### config.mk
export PLATFORM = sky130hd
export DESIGN_NAME = stp_shared_timer_prescaler
export DESIGN_NICKNAME = d
export VERILOG_FILES = /design/src/design/stp_pkg.sv /design/src/design/stp_shared_timer_prescaler.sv
export SDC_FILE = /design/constraint.sdc
export NUM_CORES = 1
export LEC_CHECK = 0
export ABC_AREA = 0
export BUFFER_PORTS_ARGS = -buffer_cell sky130_fd_sc_hd__buf_2
export CAP_MARGIN = 20
export CORE_MARGIN = 1
export CORE_UTILIZATION = 44
export CTS_BUF_LIST = sky130_fd_sc_hd__clkbuf_4 sky130_fd_sc_hd__clkbuf_8
export DETAILED_ROUTE_END_ITERATION = 16
export GPL_TIMING_DRIVEN = 1
export HOLD_SLACK_MARGIN = 0.12
export PLACE_DENSITY = 0.76
export SYNTH_ARGS = -nofsm -noshare
export SYNTH_HDL_FRONTEND = slang
export SYNTH_SLANG_ARGS = --single-unit
### constraint.sdc
create_clock -name clk -period 1.25 [get_ports clk]
set_input_delay 0.1875 -clock clk [delete_from_list [all_inputs] [get_ports clk]]
set_output_delay 0.1875 -clock clk [all_outputs]
set_load 0.05 [all_outputs]
### src/design/stp_pkg.sv
package stp_pkg;
  // register map (byte addresses on apb)
  localparam logic [11:0] GTC_OFFSET     = 12'h023;  // register index; byte address is four times it
  localparam logic [11:0] CSEL_A_OFFSET  = 12'h100;
  localparam logic [11:0] CSEL_B_OFFSET  = 12'h104;
  localparam logic [11:0] STATUS_OFFSET  = 12'h108;
  localparam logic [11:0] GTC_ADDR       = {GTC_OFFSET[9:0], 2'h0};
  localparam logic [11:0] CSEL_A_ADDR    = CSEL_A_OFFSET;
  localparam logic [11:0] CSEL_B_ADDR    = CSEL_B_OFFSET;
  localparam logic [11:0] STATUS_ADDR    = STATUS_OFFSET;
  // general timer control fields
  localparam int          GTC_SYNC_BIT   = 7;
  localparam int          GTC_ASYNC_BIT  = 1;
  localparam int          GTC_SHARED_BIT = 0;
  localparam logic [7:0]  GTC_RESET      = 8'h00;
  localparam logic [2:0]  CSEL_RESET     = 3'h0;
  // prescaler
  localparam int          PRESC_W        = 10;
  localparam logic [9:0]  PRESC_RESET    = 10'h000;
  localparam logic [9:0]  PRESC_ONE      = 10'h001;
  localparam int          TAP_8_BIT      = 2;
  localparam int          TAP_64_BIT     = 5;
  localparam int          TAP_256_BIT    = 7;
  localparam int          TAP_1024_BIT   = 9;

  typedef enum logic [2:0] {
    CS_STOP     = 3'h0,
    CS_DIV1     = 3'h1,
    CS_DIV8     = 3'h2,
    CS_DIV64    = 3'h3,
    CS_DIV256   = 3'h4,
    CS_DIV1024  = 3'h5,
    CS_EXT_FALL = 3'h6,
    CS_EXT_RISE = 3'h7
  } stp_csel_t;

  // apb request bundle
  typedef struct packed {
    logic        psel;
    logic        penable;
    logic        pwrite;
    logic [11:0] paddr;
    logic [31:0] pwdata;
  } stp_apb_req_t;

  typedef struct packed {
    logic        pready;
    logic        pslverr;
    logic [31:0] prdata;
  } stp_apb_rsp_t;

  typedef struct packed {
    logic timer_a_count_clock;
    logic timer_b_count_clock;
  } stp_ticks_t;
endpackage

### src/design/stp_shared_timer_prescaler.sv
// Notes on behaviour
// RL1: one prescaler feeds both timers; each timer has its own clock select
// RL2: prescaler counter free-runs on clk whatever the clock selects say
// RL3: first prescaled count lands 1 to N+1 cycles after enabling
// RL4: prescaler reset restarts the period for both timers
// RL5: clock select 1 ticks every system clock, no prescaling
// RL6: taps give divide by 8, 64, 256 and 1024
// RL7: each count pin passes a synchroniser then an edge detector
// RL8: rising-edge flops capture the pin; latch stage modelled as first flop
// RL9: one tick per rising edge at select 7, falling edge at select 6
// RL10: pin edge reaches a tick 2.5 to 3.5 cycles later; the flop model here gives 2 to 3
// RL11: software switches external mode only while the pin is steady
// RL12: external clock half period must exceed one system clock
// RL13: pin edge ticks bypass the prescaler entirely
// RL14: in sync hold mode both prescaler-reset bits keep the written value
// RL15: writing sync hold mode to zero clears both prescaler-reset bits
// RL16: shared prescaler reset clears itself next cycle unless sync hold
// RL17: select 0 stops the timer; 1..5 select div1, 8, 64, 256, 1024
// RL18: pin edges count even when the pin is driven as an output
// RL19: control bits 6..2 read zero, ignore writes; reset value zero
//
// Implementation choice: register access over APB.
module stp_shared_timer_prescaler (
  input  wire logic                  clk,
  input  wire logic                  sys_rst,
  input  wire stp_pkg::stp_apb_req_t apb_req,
  output stp_pkg::stp_apb_rsp_t      apb_rsp,
  input  wire logic                  count_pin_a,
  input  wire logic                  count_pin_b,
  output stp_pkg::stp_ticks_t        ticks,
  output logic                       async_prescaler_reset
);
  import stp_pkg::*;

  // control register state
  logic               sync_hold_mode;
  logic               shared_prescaler_reset;
  logic [2:0]         clock_select_a;
  logic [2:0]         clock_select_b;
  logic               next_shared_rst;
  logic               next_async_rst;

  // prescaler counter and its tap strobes
  logic [PRESC_W-1:0] presc;
  logic [PRESC_W-1:0] next_presc;
  logic               tap_8;
  logic               tap_64;
  logic               tap_256;
  logic               tap_1024;

  // pin path: two synchroniser stages, then edge history
  logic [1:0]         pin_meta;
  logic [1:0]         pin_sync;
  logic [1:0]         pin_prev;
  logic               rise_a;
  logic               fall_a;
  logic               rise_b;
  logic               fall_b;

  // bus decode and registered answer
  logic               wr_en;
  logic               rd_en;
  logic               setup_phase;
  logic               gtc_wr;
  logic               csel_a_wr;
  logic               csel_b_wr;
  logic [31:0]        next_rdata;
  logic               next_err;
  logic [31:0]        rdata_q;
  logic               err_q;

  // next tick of each timer, registered below
  logic               next_tick_a;
  logic               next_tick_b;

  // tap strobe: high for one cycle when the low bits of the counter wrap
  // all-ones test, so each tap fires once per period of its own width
  function automatic logic tap_hit(input logic [PRESC_W-1:0] cnt, input int msb);
    logic hit;
    hit = 1'b1;
    for (int i = 0; i < PRESC_W; i++) begin
      if (i <= msb && !cnt[i]) begin
        hit = 1'b0;
      end
    end
    return hit;
  endfunction

  // address match for one register
  // full compare, so aliases of a register never decode
  function automatic logic reg_hit(input logic [11:0] addr, input logic [11:0] target);
    return addr == target;
  endfunction

  // clock select field of a write word, same place for both timers
  function automatic logic [2:0] csel_field(input logic [31:0] word);
    return word[2:0];
  endfunction

  // one-cycle edge strobe from synchronised level and its history
  // only synchronised levels come in, never the raw pin
  function automatic logic edge_of(input logic cur, input logic prev, input logic rising);
    logic e;
    if (rising) begin
      e = cur && !prev;
    end else begin
      e = !cur && prev;
    end
    return e;
  endfunction

  // control register image
  // bits 6..2 are not stored, so they read zero and ignore writes
  function automatic logic [7:0] gtc_image(input logic sync, input logic async_rst, input logic shared_rst);
    logic [7:0] img;
    img = GTC_RESET;
    img[GTC_SYNC_BIT]   = sync;
    img[GTC_ASYNC_BIT]  = async_rst;
    img[GTC_SHARED_BIT] = shared_rst;
    return img;
  endfunction

  // pick a tick source for one timer from its select field
  // every code is legal, so no default is needed
  function automatic logic pick_tick(input logic [2:0] csel, input logic rise, input logic fall,
                                     input logic t8, input logic t64, input logic t256,
                                     input logic t1024);
    logic t;
    t = 1'b0;
    unique case (stp_csel_t'(csel))
      CS_STOP: begin
        t = 1'b0;  // [RL17]
      end
      CS_DIV1: begin
        t = 1'b1;  // [RL5]
      end
      CS_DIV8: begin
        t = t8;  // [RL6]
      end
      CS_DIV64: begin
        t = t64;
      end
      CS_DIV256: begin
        t = t256;
      end
      CS_DIV1024: begin
        t = t1024;
      end
      CS_EXT_FALL: begin
        t = fall;  // [RL9] [RL13]
      end
      CS_EXT_RISE: begin
        t = rise;  // [RL9] [RL13]
      end
    endcase
    return t;
  endfunction

  // bus decode: writes land at the end of the access phase; reads are
  // taken in the setup phase so the data stands through the access
  assign wr_en       = apb_req.psel && apb_req.penable && apb_req.pwrite;
  assign rd_en       = apb_req.psel && !apb_req.pwrite;
  assign setup_phase = apb_req.psel && !apb_req.penable;
  assign gtc_wr      = wr_en && reg_hit(apb_req.paddr, GTC_ADDR);
  assign csel_a_wr   = wr_en && reg_hit(apb_req.paddr, CSEL_A_ADDR);
  assign csel_b_wr   = wr_en && reg_hit(apb_req.paddr, CSEL_B_ADDR);

  // free-running prescaler; only the reset bit restarts it, never the selects
  always_comb begin
    if (shared_prescaler_reset) begin
      next_presc = PRESC_RESET;  // [RL4]
    end else begin
      next_presc = presc + PRESC_ONE;  // [RL2]
    end
  end

  // one counter for both timers, so a restart moves both phases at once
  always_ff @(posedge clk or posedge sys_rst) begin
    if (sys_rst) begin
      presc <= PRESC_RESET;
    end else begin
      presc <= next_presc;  // [RL1] [RL2]
    end
  end

  // tap strobes; phase is free w.r.t. enable, hence 1..N+1 to first count
  // taps stay low while the reset bit holds, so held timers cannot creep
  always_comb begin
    tap_8    = tap_hit(presc, TAP_8_BIT) && !shared_prescaler_reset;  // [RL3] [RL6]
    tap_64   = tap_hit(presc, TAP_64_BIT) && !shared_prescaler_reset;
    tap_256  = tap_hit(presc, TAP_256_BIT) && !shared_prescaler_reset;
    tap_1024 = tap_hit(presc, TAP_1024_BIT) && !shared_prescaler_reset;
  end

  // pin synchroniser; first stage stands in for the transparent-high latch
  // nothing but the second stage may read the first
  always_ff @(posedge clk or posedge sys_rst) begin
    if (sys_rst) begin
      pin_meta <= 2'h0;
      pin_sync <= 2'h0;
    end else begin
      pin_meta <= {count_pin_b, count_pin_a};  // [RL7] [RL8] [RL18]
      pin_sync <= pin_meta;
    end
  end

  // edge history reads only the second stage
  // resets low like an idle pin, so no false edge follows reset
  always_ff @(posedge clk or posedge sys_rst) begin
    if (sys_rst) begin
      pin_prev <= 2'h0;
    end else begin
      pin_prev <= pin_sync;  // [RL7]
    end
  end

  // edge strobes per pin, one cycle each
  assign rise_a = edge_of(pin_sync[0], pin_prev[0], 1'b1);
  assign fall_a = edge_of(pin_sync[0], pin_prev[0], 1'b0);
  assign rise_b = edge_of(pin_sync[1], pin_prev[1], 1'b1);
  assign fall_b = edge_of(pin_sync[1], pin_prev[1], 1'b0);

  // tick source per timer
  // pin strobes go straight to the timer, never through the divider chain
  always_comb begin
    next_tick_a = pick_tick(clock_select_a, rise_a, fall_a, tap_8, tap_64, tap_256, tap_1024);  // [RL13]
    next_tick_b = pick_tick(clock_select_b, rise_b, fall_b, tap_8, tap_64, tap_256, tap_1024);  // [RL13]
  end

  // registered ticks; pin edge to tick is three edges
  // that puts the count 2 to 3 cycles after the pin moves
  always_ff @(posedge clk or posedge sys_rst) begin
    if (sys_rst) begin
      ticks <= '0;
    end else begin
      ticks.timer_a_count_clock <= next_tick_a;  // [RL10] [RL1]
      ticks.timer_b_count_clock <= next_tick_b;  // [RL10] [RL1]
    end
  end

  // sync hold mode bit
  // plain read-write bit, cleared only by software or reset
  always_ff @(posedge clk or posedge sys_rst) begin
    if (sys_rst) begin
      sync_hold_mode <= 1'b0;
    end else if (gtc_wr) begin
      sync_hold_mode <= apb_req.pwdata[GTC_SYNC_BIT];
    end
  end

  // next value of both prescaler-reset bits; a write wins over the self-clear
  // with sync hold clear a written one lives exactly one cycle
  always_comb begin
    next_shared_rst = shared_prescaler_reset;
    next_async_rst  = async_prescaler_reset;
    if (gtc_wr) begin
      next_shared_rst = apb_req.pwdata[GTC_SHARED_BIT];  // held under sync hold [RL14] [RL16]
      next_async_rst  = apb_req.pwdata[GTC_ASYNC_BIT];  // [RL14]
    end else if (!sync_hold_mode) begin
      next_shared_rst = 1'b0;  // clears once sync hold is off [RL15] [RL16]
      next_async_rst  = 1'b0;  // [RL15]
    end
  end

  // shared prescaler reset bit
  // restarts both timers' prescaled period, not only the writer's
  always_ff @(posedge clk or posedge sys_rst) begin
    if (sys_rst) begin
      shared_prescaler_reset <= 1'b0;
    end else begin
      shared_prescaler_reset <= next_shared_rst;  // [RL4] [RL16]
    end
  end

  // async prescaler reset bit, same holding scheme
  // only passed out; the other timer's prescaler lives elsewhere
  always_ff @(posedge clk or posedge sys_rst) begin
    if (sys_rst) begin
      async_prescaler_reset <= 1'b0;
    end else begin
      async_prescaler_reset <= next_async_rst;  // [RL14] [RL15]
    end
  end

  // timer a clock select
  // own field, so each timer picks its tap independently
  always_ff @(posedge clk or posedge sys_rst) begin
    if (sys_rst) begin
      clock_select_a <= CSEL_RESET;
    end else if (csel_a_wr) begin
      clock_select_a <= csel_field(apb_req.pwdata);  // [RL1]
    end
  end

  // timer b clock select
  // same shared taps as timer a, different choice allowed
  always_ff @(posedge clk or posedge sys_rst) begin
    if (sys_rst) begin
      clock_select_b <= CSEL_RESET;
    end else if (csel_b_wr) begin
      clock_select_b <= csel_field(apb_req.pwdata);  // [RL1]
    end
  end

  // read mux; unmapped address answers slverr with zero data
  // writes to an unmapped address change nothing
  always_comb begin
    next_rdata = 32'h0000_0000;
    next_err   = 1'b0;
    unique case (apb_req.paddr)
      GTC_ADDR: begin
        next_rdata[7:0] = gtc_image(sync_hold_mode, async_prescaler_reset, shared_prescaler_reset);  // [RL19]
      end
      CSEL_A_ADDR: begin
        next_rdata[2:0] = clock_select_a;
      end
      CSEL_B_ADDR: begin
        next_rdata[2:0] = clock_select_b;
      end
      STATUS_ADDR: begin
        next_rdata[PRESC_W-1:0] = presc;
      end
      default: begin
        next_err = 1'b1;
      end
    endcase
  end

  // read data taken in the setup cycle, so the access phase needs one edge
  // it stands until the next setup cycle
  always_ff @(posedge clk or posedge sys_rst) begin
    if (sys_rst) begin
      rdata_q <= 32'h0000_0000;
      err_q   <= 1'b0;
    end else if (setup_phase) begin
      if (rd_en) begin
        rdata_q <= next_rdata;
      end else begin
        rdata_q <= 32'h0000_0000;  // writes read back nothing
      end
      err_q <= next_err;
    end
  end

  // zero wait states
  // the answer struct has one driver, a single continuous assignment
  assign apb_rsp = '{pready: 1'b1, pslverr: err_q, prdata: rdata_q};
endmodule

==> impl_metrics.tcl <==
set metrics [dict create \
    yosysWarnings 0 \
    hold_depth 2 \
    setup_ws_ns -0.133 \
    synth_area_leader_cell "dfrtp_1" \
    static-leakage-power_nw 1.29 \
    drc 0 \
    cts_buffers 5 \
    slew_viol_final 0 \
    hold_start "apb_req[7]" \
    async_flop_share_pct 100 \
    crit_start "presc[0]" \
    io-pin-count 88 \
    rr_startpoint "presc[0]" \
    vdd_drop_max_mv 0.927 \
    regToRegSetupSlack_ns -0.13 \
    cts_max_path_buffers 2 \
    clk_pin_slew_ns 0.08 \
    drt-initial-drc-count 60 \
    grt.overflow.total 0 \
    worstHoldEndpoint "sync_hold_mode" \
    crit-reg2reg-capture "ticks[1]" \
    synth.avg_cell_area_um2 10.7 \
    setup-tns-final_ns -0.643 \
    row_count 23 \
    fp.dieH_um 68.6 \
    cts_num_sinks 38 \
    antenna_found_initial 0 \
    critical_path.max_fanout 4 \
    die_w_um 68.6 \
    core_area_um2 4120 \
    fillCellCount 324 \
    yosys_register_bits 38 \
    status "finished, violations left" \
    track_usage_pct 19.1 \
    synth_cell_types 42 \
    worstSkewPairLatency_ns 0.29 \
    grt_pass1_vias 1412 \
    synth_area_leaders "dfrtp_1, buf_4, nand2_1, a22o_1, mux2i_1" \
    crit_type "reg -> reg" \
    vias 1508 \
    cts_tree "yes" \
    violations "negative setup slack" \
    critPathArrivalTime_ns 1.54 \
    reg2reg_depth 6 \
    dpl.hpwl_mm 2.92 \
    grt_start_max_net_pins 39 \
    gp_congestion 0.772 \
    maxCapViolCount 0 \
    crit_required_ns 1.41 \
    pre_cts_ws_ns -0.428 \
    multi_input_area_um2 1020 \
    final.period_utilization_pct 111 \
    end_kind "flop" \
    first_pass_iters 4 \
    via_per_inst 5.01 \
    synth-edff-count 0 \
    start_util_pct 47.4 \
    fin_area_um2 2670 \
    cp-start-kind "flop" \
    synth_top_flop_cell "dfrtp_1" \
    fin_nets 303 \
    htree_levels 2 \
    ant_nets 0 \
    synth_area_um2 1950 \
    synth_top_cell_area_share_pct 48.7 \
    ys_seq_area_share_pct 48.7 \
    root_buffer "clkbuf_8" \
    drt_wl_total_mm 4.21 \
    grt_pass1_wl_mm 6.35 \
    wl_per_cell_um 14.0 \
    dieArea_um2 4700 \
    postSynthCellCount 182 \
    p_per_area_nw_per_um2 1220 \
    setup_viol 10 \
    hp-class "in -> reg" \
    max_freq_mhz 723 \
    area_growth_pct 36.6 \
    antenna_cells 0 \
    rsz0062_at_grt "true" \
    seqCellArea_um2 951 \
    drive_gt1_share_pct 42.2 \
    finalHoldViolations 0 \
    portBuffers 36 \
    clock_skew_ns 0.00759 \
    place_area_um2 2310 \
    power_w 0.00325 \
    fin_crit_ns 1.38 \
]
[routing by layer]
| metal | GRT usage [%] | vias up | wire length (µm) |
|---|---|---|---|
| met4 | 6.25 | 0 | 63 |
| met5 | 0 | - | 0 |
| met2 | 33.7 | 41 | 2140 |
| met3 | 5.10 | 6 | 154 |
| met1 | 22.3 | 725 | 1850 |
| li1 | - | 736 | - |
[layout by cell type (no fill, tap or decap), types with 6 or more instances in the layout]
cell type and n:
buf_4 25, conb_1 23, clkbuf_8 6, a22o_1 6, nor2_1 9, buf_6 7, dfrtp_1 38, nand2_1 14
mux2_4 6, buf_2 32
[where the power goes]
| part | internal [W] | switching, W | total (W) | leakage [nW] |
|---|---|---|---|---|
| logic | 0.000217 | 0.000396 | 0.000613 | 0.716 |
| registers | 0.00130 | 0.0000362 | 0.00134 | 0.506 |
| clock network | 0.000851 | 0.000447 | 0.00130 | 0.0714 |
| total | 0.00237 | 0.000879 | 0.00325 | 1.29 |
[worst max-delay path by stage]
stage                              to  depth (start not counted)
floorplan           clock_select_a[0]                          4
global placement    clock_select_a[0]                          5
detailed placement  clock_select_a[1]                          5
CTS                          ticks[1]                          5
global route                 ticks[1]                          6
finish                       ticks[1]                          6
[state kept, by name, summed over array words and instances, names as in the netlist]
signal                  flops
pin_meta                    2
clock_select_a              3
async_prescaler_reset       1
clock_select_b              3
ticks                       2
presc                      10
shared_prescaler_reset      1
pin_sync                    2
pin_prev                    2
sync_hold_mode              1
err_q                       1
rdata_q                    10
[logic make-up after synthesis]
group	Yosys count	share of synthesized area, %
other	2	0.385
buffers and inverters	32	10.8
XOR/XNOR	6	2.69
multiplexers	12	7.18
AO/OA/AOI/OAI	29	10.1
flip-flops	38	48.7
AND/OR/NAND/NOR	61	18.8
adder cells (fa/ha/maj)	2	1.28
[area by class of cell]
| type | count | share of cell area [%] |
|---|---|---|
| Clock buffer | 6 | 3.10 |
| Clock inverter | 2 | 2.25 |
| Inverter | 4 | 0.563 |
| Multi-Input combinational cell | 133 | 38.2 |
| Sequential cell | 38 | 35.7 |
| Tap cell | 50 | 2.35 |
| Timing Repair Buffer | 68 | 17.9 |
[worst max-delay path, cell delays in order (launching register included)]
cell and delay (ns):
dfrtp_1 0.42, ha_4 0.18, ha_4 0.16, nand2b_4 0.08
a21oi_1 0.06, a211oi_2 0.29, a31oi_2 0.07
[through the flow]
step	cells	hold WS, ns	util [%]
after floorplan	203	0.219	-
after global placement	288	0.246	56.2
after detailed placement	288	0.251	56.2
after CTS	301	0.126	62.8
after global routing	301	0.131	64.8
final	301	0.124	64.8
[synth_stat cells (all sizes together) (2+ instances only)]
library cell and n:
nand3 4, nor3b 3, ha 2, o21ai 8, a22o 6, nand3b 4
a2111o 2, a21oi 6, conb 2, nor4 5, nor2b 3, nand4 2
buf 24, nand2 17, xor2 5, nand4b 2, inv 4, dfrtp 38
or4 2, nand2b 4, mux2i 5, mux2 7, nor2 9, clkbuf 4
[repair_timing]
item / CTS / global route
pin swaps: 5 / 9
setup endpoints to repair: 11 / 18
buffers inserted: 2 / 1
resized for setup: 17 / 19
hold buffers: 3 / 0
endpoints found under the hold margin: 40 / 0
Power figures use the tool's default switching activity.
